## src/core/rcs_pkg.sv

```systemverilog
// Shared constants, register map and state types of the reset cause sequencer.
package rcs_pkg;

   // ------------------------------------------------------------------
   // Timing
   // ------------------------------------------------------------------
   localparam int CLK_MHZ        = 100;
   localparam int POWERUP_DELAY_TIMER_POR_MS    = 64;
   localparam int POWERUP_DELAY_TIMER_BOR_MS    = 72;
   localparam int BOR_FILT_US    = 100;
   localparam int POWERUP_DELAY_TIMER_POR_CYC   = POWERUP_DELAY_TIMER_POR_MS * 1000 * CLK_MHZ;
   localparam int POWERUP_DELAY_TIMER_BOR_CYC   = POWERUP_DELAY_TIMER_BOR_MS * 1000 * CLK_MHZ;
   localparam int BOR_FILT_CYC   = BOR_FILT_US * CLK_MHZ;
   localparam int OST_CYC        = 1024;
   localparam int PIN_FILT_CYC   = 16;

   // ------------------------------------------------------------------
   // Register map (index; byte address is four times the index)
   // ------------------------------------------------------------------
   localparam int          ADDR_W       = 12;
   localparam logic [9:0]  IDX_STATUS   = 10'h083;
   localparam logic [9:0]  IDX_PWR_CTL  = 10'h08E;
   localparam logic [9:0]  IDX_CONFIG   = 10'h08F;
   localparam logic [9:0]  IDX_STATE    = 10'h090;

   // Status register fields.
   localparam int          ST_WDT_BIT   = 4;
   localparam int          ST_SLP_BIT   = 3;
   localparam logic [2:0]  ST_HI_RST    = 3'h0;
   // Power control fields.
   localparam int          PC_POR_BIT   = 1;
   localparam int          PC_BOR_BIT   = 0;
   localparam logic        PC_BOR_RST   = 1'b1;
   // Configuration fields.
   localparam int          CF_PIN_BIT   = 0;
   localparam int          CF_BOR_BIT   = 1;
   localparam int          CF_POWERUP_DELAY_TIMER_BIT  = 2;
   localparam logic [2:0]  CFG_RST      = 3'h3;

   // Program counter vectors.
   localparam logic [12:0] VEC_RESET    = 13'h0000;
   localparam logic [12:0] VEC_IRQ      = 13'h0004;

   // ------------------------------------------------------------------
   // Types
   // ------------------------------------------------------------------
   typedef enum logic [2:0]
   {
      ST_HOLD = 3'h0,
      ST_POWERUP_DELAY_TIMER = 3'h1,
      ST_OST  = 3'h3,
      ST_PIN  = 3'h2,
      ST_RUN  = 3'h6
   } rcs_state_e;

   typedef enum logic [2:0]
   {
      CS_POR     = 3'h0,
      CS_BOR     = 3'h1,
      CS_WDT     = 3'h2,
      CS_PIN_RUN = 3'h3,
      CS_PIN_SLP = 3'h4
   } rcs_cause_e;

endpackage

```

## src/core/rcs_top.sv

```systemverilog
// Reset cause sequencer: reset sources, power-up delays, cause flags and APB registers.
//
// Design decision made here: register access over APB.
`timescale 1ns/1ns
`default_nettype none

module rcs_top
#(
   parameter int POWERUP_DELAY_TIMER_POR_CYCLES = rcs_pkg::POWERUP_DELAY_TIMER_POR_CYC,
   parameter int POWERUP_DELAY_TIMER_BOR_CYCLES = rcs_pkg::POWERUP_DELAY_TIMER_BOR_CYC,
   parameter int BOR_FILT_CYCLES = rcs_pkg::BOR_FILT_CYC,
   parameter int OST_CYCLES      = rcs_pkg::OST_CYC,
   parameter int PIN_FILT_CYCLES = rcs_pkg::PIN_FILT_CYC
)
(
   // Clock and reset
   input  wire logic                       pclk,
   input  wire logic                       presetn,
   // APB slave
   input  wire logic                       psel,
   input  wire logic                       penable,
   input  wire logic                       pwrite,
   input  wire logic [rcs_pkg::ADDR_W-1:0] paddr,
   input  wire logic [31:0]                pwdata,
   output logic      [31:0]                prdata,
   output logic                            pready,
   output logic                            pslverr,
   // Pins and supply monitors, asynchronous
   input  wire logic                       ext_reset_n,
   input  wire logic                       supply_above_bor,
   input  wire logic                       supply_above_por,
   // Core events, same clock
   input  wire logic                       sleep_mode,
   input  wire logic                       watchdog_timeout,
   input  wire logic                       watchdog_clear_instr,
   input  wire logic                       sleep_enter,
   input  wire logic                       irq_wake,
   input  wire logic                       global_irq_en,
   // Core control
   output logic                            core_reset_n,
   output logic                            ext_reset_pullup_en,
   output logic                            wake_pulse,
   output logic                            vector_pulse,
   output logic      [12:0]                pc_vector
);
   import rcs_pkg::*;

   // ------------------------------------------------------------------
   // Pin synchronisers
   // ------------------------------------------------------------------
   localparam int NSYNC = 3;
   logic [NSYNC-1:0] raw_in;
   logic [NSYNC-1:0] sync1;
   logic [NSYNC-1:0] sync2;
   logic [NSYNC-1:0] sync3;
   logic [NSYNC-1:0] stable;

   assign raw_in = {supply_above_por, supply_above_bor, ext_reset_n};

   generate
      for (genvar i = 0; i < NSYNC; i++)
      begin : g_sync
         always_ff @(posedge pclk or negedge presetn)
         begin
            if (!presetn)
            begin
               sync1[i]  <= 1'b1;
               sync2[i]  <= 1'b1;
               sync3[i]  <= 1'b1;
               stable[i] <= 1'b1;
            end
            else
            begin
               sync1[i] <= raw_in[i];
               sync2[i] <= sync1[i];
               sync3[i] <= sync2[i];
               if (sync2[i] == sync3[i])
               begin
                  stable[i] <= sync3[i];
               end
            end
         end
      end
   endgenerate

   logic pin_s;
   logic bor_ok;
   logic por_ok;
   assign pin_s  = stable[0];
   assign bor_ok = stable[1];
   assign por_ok = stable[2];

   // ------------------------------------------------------------------
   // Registers and state
   // ------------------------------------------------------------------
   rcs_state_e  state;
   rcs_state_e  next_state;
   rcs_cause_e  cause;
   logic [2:0]  cfg;
   logic [7:0]  status;
   logic        pwr_on_flag;
   logic        brownout_flag;
   logic        powerup_delay_timer_long;
   logic        need_timers;
   logic [23:0] cnt;
   logic [13:0] bor_cnt;
   logic [4:0]  pin_cnt;
   logic        pin_low;

   logic ext_reset_pin_en;
   logic brownout_detect_en;
   logic powerup_delay_disable;
   assign ext_reset_pin_en      = cfg[CF_PIN_BIT];
   assign brownout_detect_en    = cfg[CF_BOR_BIT];
   assign powerup_delay_disable = cfg[CF_POWERUP_DELAY_TIMER_BIT];

   // ------------------------------------------------------------------
   // Reset pin glitch filter
   // ------------------------------------------------------------------
   // The pin is only ever sampled; there is no driver on it, so a watchdog
   // reset cannot pull it low.
   always_ff @(posedge pclk or negedge presetn)
   begin
      if (!presetn)
      begin
         pin_cnt <= 5'h00;
         pin_low <= 1'b0;
      end
      else if (pin_s)
      begin
         pin_cnt <= 5'h00;
         pin_low <= 1'b0;
      end
      else if (pin_cnt == 5'(PIN_FILT_CYCLES - 1))
      begin
         pin_low <= 1'b1;
      end
      else
      begin
         pin_cnt <= pin_cnt + 5'h01;
      end
   end

   // ------------------------------------------------------------------
   // Brown-out filter
   // ------------------------------------------------------------------
   // Detection is off in sleep so the power-on detector alone holds reset.
   logic bor_active;
   assign bor_active = brownout_detect_en && !sleep_mode;

   always_ff @(posedge pclk or negedge presetn)
   begin
      if (!presetn)
      begin
         bor_cnt <= 14'h0000;
      end
      else if (!bor_active || bor_ok)
      begin
         bor_cnt <= 14'h0000;
      end
      else if (bor_cnt != 14'(BOR_FILT_CYCLES))
      begin
         bor_cnt <= bor_cnt + 14'h0001;
      end
   end

   // ------------------------------------------------------------------
   // Reset and wake events
   // ------------------------------------------------------------------
   logic ev_por;
   logic ev_bor;
   logic ev_pin;
   logic ev_wdt_rst;
   logic ev_wdt_wake;
   logic ev_irq_wake;
   logic any_rst;
   logic running;
   logic supply_ok;

   assign running     = (state == ST_RUN);
   assign ev_por      = !por_ok;
   assign ev_bor      = bor_active && !bor_ok
                        && (bor_cnt == 14'(BOR_FILT_CYCLES) || state == ST_POWERUP_DELAY_TIMER);
   assign ev_pin      = ext_reset_pin_en && pin_low && running;
   assign ev_wdt_rst  = watchdog_timeout && !sleep_mode && running;
   assign ev_wdt_wake = watchdog_timeout && sleep_mode && running;
   assign ev_irq_wake = irq_wake && sleep_mode && running;
   assign any_rst     = ev_por || ev_bor || ev_pin || ev_wdt_rst;
   assign supply_ok   = por_ok && (!bor_active || bor_ok);

   // ------------------------------------------------------------------
   // Sequencer
   // ------------------------------------------------------------------
   logic [23:0] powerup_delay_timer_target;
   assign powerup_delay_timer_target = powerup_delay_timer_long ? 24'(POWERUP_DELAY_TIMER_BOR_CYCLES - 1)
                                  : 24'(POWERUP_DELAY_TIMER_POR_CYCLES - 1);

   always_comb
   begin
      next_state = state;
      if (any_rst)
      begin
         next_state = ST_HOLD;
      end
      else
      begin
         unique case (state)
            ST_HOLD:
            begin
               if (supply_ok && need_timers && !powerup_delay_disable)
                  next_state = ST_POWERUP_DELAY_TIMER;
               else if (supply_ok && need_timers)
                  next_state = ST_OST;
               else if (supply_ok)
                  next_state = ST_PIN;
            end
            ST_POWERUP_DELAY_TIMER:
            begin
               if (cnt == powerup_delay_timer_target)
                  next_state = ST_OST;
            end
            ST_OST:
            begin
               if (cnt == 24'(OST_CYCLES - 1))
                  next_state = ST_PIN;
            end
            ST_PIN:
            begin
               if (!(ext_reset_pin_en && pin_low))
                  next_state = ST_RUN;
            end
            ST_RUN:
            begin
               next_state = ST_RUN;
            end
            default:
            begin
               next_state = ST_HOLD;
            end
         endcase
      end
   end

   always_ff @(posedge pclk or negedge presetn)
   begin
      if (!presetn)
      begin
         state        <= ST_HOLD;
         core_reset_n <= 1'b0;
      end
      else
      begin
         state        <= next_state;
         core_reset_n <= (next_state == ST_RUN);
      end
   end

   // One shared counter serves both timers; it restarts on every state change.
   always_ff @(posedge pclk or negedge presetn)
   begin
      if (!presetn)
      begin
         cnt <= 24'h000000;
      end
      else if (next_state != state || any_rst)
      begin
         cnt <= 24'h000000;
      end
      else if (state == ST_POWERUP_DELAY_TIMER || state == ST_OST)
      begin
         cnt <= cnt + 24'h000001;
      end
   end

   always_ff @(posedge pclk or negedge presetn)
   begin
      if (!presetn)
      begin
         cause       <= CS_POR;
         need_timers <= 1'b1;
         powerup_delay_timer_long   <= 1'b0;
      end
      else if (ev_por)
      begin
         cause       <= CS_POR;
         need_timers <= 1'b1;
         powerup_delay_timer_long   <= 1'b0;
      end
      else if (ev_bor)
      begin
         cause       <= CS_BOR;
         need_timers <= 1'b1;
         powerup_delay_timer_long   <= 1'b1;
      end
      else if (ev_pin)
      begin
         cause       <= sleep_mode ? CS_PIN_SLP : CS_PIN_RUN;
         need_timers <= 1'b0;
      end
      else if (ev_wdt_rst)
      begin
         cause       <= CS_WDT;
         need_timers <= 1'b0;
      end
   end

   // ------------------------------------------------------------------
   // Cause flags
   // ------------------------------------------------------------------
   logic wr_en;
   logic [9:0] idx;
   assign idx   = paddr[ADDR_W-1:2];
   assign wr_en = psel && penable && pready && pwrite;

   // Hardware events win over a software write in the same cycle.
   always_ff @(posedge pclk or negedge presetn)
   begin
      if (!presetn)
      begin
         pwr_on_flag   <= 1'b0;
         brownout_flag <= PC_BOR_RST;
      end
      else if (ev_por)
      begin
         pwr_on_flag   <= 1'b0;
      end
      else if (ev_bor)
      begin
         brownout_flag <= 1'b0;
      end
      else if (wr_en && idx == IDX_PWR_CTL)
      begin
         pwr_on_flag   <= pwdata[PC_POR_BIT];
         brownout_flag <= pwdata[PC_BOR_BIT];
      end
   end

   // Low status bits are unaffected by every reset but the bus reset; upper bits clear on resets
   // but not on wake-ups, which resume normal execution.
   always_ff @(posedge pclk or negedge presetn)
   begin
      if (!presetn)
      begin
         status <= {ST_HI_RST, 1'b1, 1'b1, 3'h0};
      end
      else if (ev_por || ev_bor)
      begin
         status[7:5]        <= ST_HI_RST;
         status[ST_WDT_BIT] <= 1'b1;
         status[ST_SLP_BIT] <= 1'b1;
      end
      else if (ev_pin)
      begin
         status[7:5] <= ST_HI_RST;
         if (sleep_mode)
            status[ST_SLP_BIT] <= 1'b0;
      end
      else if (ev_wdt_rst)
      begin
         status[7:5]        <= ST_HI_RST;
         status[ST_WDT_BIT] <= 1'b0;
      end
      else if (ev_wdt_wake)
      begin
         status[ST_WDT_BIT] <= 1'b0;
         status[ST_SLP_BIT] <= 1'b0;
      end
      else if (ev_irq_wake)
      begin
         status[ST_SLP_BIT] <= 1'b0;
      end
      else if (watchdog_clear_instr)
      begin
         status[ST_WDT_BIT] <= 1'b1;
         status[ST_SLP_BIT] <= 1'b1;
      end
      else if (sleep_enter)
      begin
         status[ST_WDT_BIT] <= 1'b1;
         status[ST_SLP_BIT] <= 1'b0;
      end
      else if (wr_en && idx == IDX_STATUS)
      begin
         status[7:5] <= pwdata[7:5];
         status[2:0] <= pwdata[2:0];
      end
   end

   // ------------------------------------------------------------------
   // Program counter steering
   // ------------------------------------------------------------------
   always_ff @(posedge pclk or negedge presetn)
   begin
      if (!presetn)
      begin
         wake_pulse   <= 1'b0;
         vector_pulse <= 1'b0;
         pc_vector    <= VEC_RESET;
      end
      else
      begin
         wake_pulse   <= (ev_wdt_wake || ev_irq_wake) && !any_rst;
         vector_pulse <= ev_irq_wake && global_irq_en && !any_rst;
         if (any_rst)
            pc_vector <= VEC_RESET;
         else if (ev_irq_wake && global_irq_en)
            pc_vector <= VEC_IRQ;
      end
   end

   // ------------------------------------------------------------------
   // APB slave
   // ------------------------------------------------------------------
   // Configuration survives every reset except the bus reset, like a fuse word.
   always_ff @(posedge pclk or negedge presetn)
   begin
      if (!presetn)
      begin
         cfg                 <= CFG_RST;
         ext_reset_pullup_en <= 1'b0;
      end
      else
      begin
         if (wr_en && idx == IDX_CONFIG)
            cfg <= pwdata[2:0];
         ext_reset_pullup_en <= ext_reset_pin_en;
      end
   end

   always_ff @(posedge pclk or negedge presetn)
   begin
      if (!presetn)
      begin
         pready  <= 1'b0;
         pslverr <= 1'b0;
         prdata  <= 32'h00000000;
      end
      else
      begin
         pready  <= psel && !penable;
         pslverr <= 1'b0;
         if (psel && !penable)
         begin
            prdata <= 32'h00000000;
            unique case (idx)
               IDX_STATUS:  prdata[7:0] <= status;
               IDX_PWR_CTL:
               begin
                  prdata[PC_POR_BIT] <= pwr_on_flag;
                  prdata[PC_BOR_BIT] <= brownout_flag;
               end
               IDX_CONFIG:  prdata[2:0] <= cfg;
               IDX_STATE:   prdata[6:0] <= {core_reset_n, cause, state};
               default:     pslverr <= 1'b1;
            endcase
         end
      end
   end
endmodule

`default_nettype wire

```

## config.mk

```make
export PLATFORM = sky130hd
export DESIGN_NAME = rcs_top
export DESIGN_NICKNAME = d
export VERILOG_FILES = /design/src/core/rcs_pkg.sv /design/src/core/rcs_top.sv
export SDC_FILE = /design/constraint.sdc
export NUM_CORES = 1
export LEC_CHECK = 0
export BUFFER_PORTS_ARGS = -buffer_cell sky130_fd_sc_hd__buf_2
export CAP_MARGIN = 20
export CORE_UTILIZATION = 30
export CTS_BUF_LIST = sky130_fd_sc_hd__clkbuf_8
export CTS_CLUSTER_SIZE = 8
export DETAILED_ROUTE_END_ITERATION = 10
export PLACE_DENSITY = 0.58
export SKIP_CTS_REPAIR_TIMING = 1
export SYNTH_ARGS = -nofsm -noshare
export SYNTH_HDL_FRONTEND = slang
export SYNTH_SLANG_ARGS = --single-unit
```

## constraint.sdc

```tcl
create_clock -name pclk -period 5 [get_ports pclk]
set_input_delay 1.25 -clock pclk [delete_from_list [all_inputs] [get_ports pclk]]
set_output_delay 1.25 -clock pclk [all_outputs]
set_load 0.01 [all_outputs]
```

==> impl_metrics.tcl <==
set metrics [dict create \
    status "finished clean" \
    syn-instance-count 477 \
    fin_crit_ns 3.16 \
    cp_max_fo 24 \
    gr-total-overflow 0 \
    area_growth_pct 9.62 \
    yosys.area_share.adder 0.0189 \
    remaining_drc_errors 0 \
    yosys.area_share.simple 0.241 \
    place_hpwl_mm 7.08 \
    cp.required_ns 5.28 \
    synth_warnings 0 \
    gp_congestion 0.792 \
    dr.pass1.iters 6 \
    crit_type "primary input to register" \
    cp_num_buf_inv 2 \
    grt.met1_usage 0.162 \
    grtUsageMet3 0.0381 \
    cp-start-kind "primary input" \
    grt_pass1_wl_mm 17.1 \
    drv_cap 0 \
    die_height_um 130 \
    antenna_found_initial 0 \
    cpPeakStageDelay_ns 0.58 \
    synth_top_flop_cell "dfrtp_1" \
    slew_violations 0 \
    max-clock-path-buffers 2 \
    peakVddDrop_uv 115 \
    final-setup-viol-count 0 \
    fp.dieW_um 130 \
    yosys.area_share.xor_xnor 0.0625 \
    cellPowerDensity_mw_per_mm2 260 \
    tightest_slew_ns 0.797 \
    drtAntennaViolNets 0 \
    synth_edf_count 0 \
    vias 3499 \
    cpLargestDelayFamily "compound AO/OA/AOI/OAI gates" \
    ys_ff_latch 92 \
    drt_wl_total_mm 10.1 \
    cp-end-kind "register" \
    clock_latency_ns 0.38 \
    rows 46 \
    drive_gt1_frac 0.229 \
    setup_tns_ns 0 \
    antenna_cells 0 \
    cp.arrival_ns 3.45 \
    grt.busiest_layer "met2" \
    hold_viol 0 \
    crit_slowest_cell "or3b_1" \
    synth_compound_area_frac 0.0921 \
    final_util 0.337 \
    max_freq_ghz 0.316 \
    start_util 0.308 \
    synth_cell_type_count 64 \
    synth-async-reset-ratio 1.00 \
    port_buffers 44 \
    hold_path.class "register to register" \
    crit_chain "buf_2, or3b_1, o21ai_1, a211oi_2, o2111ai_2, buf_4, nor3_1" \
    tritoncts "done" \
    nets 578 \
    dieArea_mm2 0.0169 \
    htreeDepth 3 \
    avgSynthCellArea_um2 10.3 \
    clockRootBuffer "clkbuf_8" \
    cts.clk_slew.worst_paths_ns 0.09 \
    core-area_mm2 0.0159 \
    clock-sinks 92 \
    ys_seq_area_frac 0.474 \
    wire_per_inst_um 13.7 \
    filler_cell_count 1636 \
    netlist_area_mm2 0.00490 \
    io_pins 109 \
    gr-usage-met2 0.210 \
    post-route-period-util 0.632 \
    p_leak_uw 0.00225 \
    relSlewSlack 0.469 \
    total_power_uw 1400 \
    first_global_vias 3500 \
    fin_skew_ns 0.0161 \
    track_usage 0.129 \
    drt_iter0_markers 226 \
    synth_top_family_by_area "simple AND/OR/NAND/NOR gates" \
    numCtsBuffers 9 \
    rsz0062_at_grt "false" \
    vias_per_cell 4.75 \
    synth_mux_area_frac 0.0225 \
    grt_max_degree 63 \
]
[worst reg2reg max path: stages (launching register included)]
cell	delay, ns
dfstp_2	0.56
or3b_1	0.55
o21ai_1	0.20
a211oi_2	0.53
o2111ai_2	0.19
buf_4	0.28
nor3_1	0.23
[registers in the layout, indices dropped and copies added (netlist names), 3 cells and up]
name,cells
bor_cnt,14
cause,3
cfg,3
cnt,24
pin_cnt,5
prdata,8
state,3
status,8
sync1,3
sync2,3
sync3,3
[layer usage]
metal | up-vias | routed length (µm)
met5 | - | 0
met4 | 0 | 136
met3 | 8 | 411
met2 | 98 | 4860
met1 | 1709 | 4650
li1 | 1684 | -
[where the power goes]
| part | internal [µW] | switching, µW | total, µW |
|---|---|---|---|
| clock network | 234 | 281 | 515 |
| logic | 31.8 | 70.6 | 102 |
| registers | 763 | 15.4 | 779 |
| total | 1030 | 367 | 1400 |
[area by class of cell]
cell class	count	area (µm²)	area share
Clock buffer	9	124	0.0230
Clock inverter	7	75.1	0.0140
Inverter	15	56.3	0.0105
Multi-Input combinational cell	350	2280	0.424
Sequential cell	92	2320	0.432
Tap cell	216	270	0.0503
Timing Repair Buffer	47	245	0.0456
[kinds of logic (layout without fill, tap and decap cells)]
| logic type | count (synthesis) | count (layout) |
|---|---|---|
| other | 1 | 36 |
| and+or+nand+nor | 198 | 198 |
| buffers and inverters | 70 | 78 |
| DFF | 92 | 92 |
| xor gates and xnor gates | 35 | 35 |
| adders and majority gates | 8 | 8 |
| AOI/OAI and AO/OA | 63 | 63 |
| muxes | 10 | 10 |
[cells in the final DEF (no fill, tap or decap), types with 8 or more instances in the layout]
master,instances
nor4_1,8
xor2_1,15
xnor2_1,20
inv_1,14
nor2_1,39
dfrtp_1,74
nand3_1,18
nor3_2,20
nor3_1,11
nand4_1,13
clkbuf_8,9
dfstp_2,18
o21ai_0,20
buf_2,43
a21oi_1,12
conb_1,36
nand2_1,32
[Yosys cell counts (all sizes together) (9+ instances only)]
cell | instances | area (µm²)
nor2 | 39 | 146
nor3 | 31 | 255
inv | 15 | 56.3
buf | 49 | 352
nand2 | 32 | 120
nand3 | 18 | 90.1
xor2 | 15 | 131
or3 | 9 | 62.6
nand4 | 13 | 81.3
o21ai | 21 | 105
dfstp | 18 | 473
dfrtp | 74 | 1850
a21oi | 12 | 60.1
xnor2 | 20 | 175
[worst paths after layout]
check | start | endpoint | slack, ns | depth (start not counted)
hold reg to reg | sync1[2]$_DFF_PN1_ | sync2[2]$_DFF_PN1_ | 0.36 | 0
setup reg to reg | bor_ok$_DFFE_PN1N_ | cnt[0]$_DFFE_PN0P_ | 2.35 | 6
setup / recovery | sleep_mode | cnt[0]$_DFFE_PN0P_ | 1.84 | 7
max in group asynchronous | presetn | status[3]$_DFFE_PN1P_ | 3.09 | 2
hold / removal | sync1[2]$_DFF_PN1_ | sync2[2]$_DFF_PN1_ | 0.36 | 0
min in group asynchronous | presetn | cnt[3]$_DFFE_PN0P_ | 0.95 | 1
[stage by stage]
step,hold slack [ns],worst slack (ns),cells,area [µm²]
2_1_floorplan,0.345,2.01,512,5030
3_3_place_gp,0.347,1.46,720,5180
3_5_place_dp,0.347,1.43,720,5180
4_1_cts,0.361,1.87,736,5380
5_1_grt,0.365,1.63,736,5380
6_report,0.360,1.84,736,5380
Power figures use the tool's default switching activity.
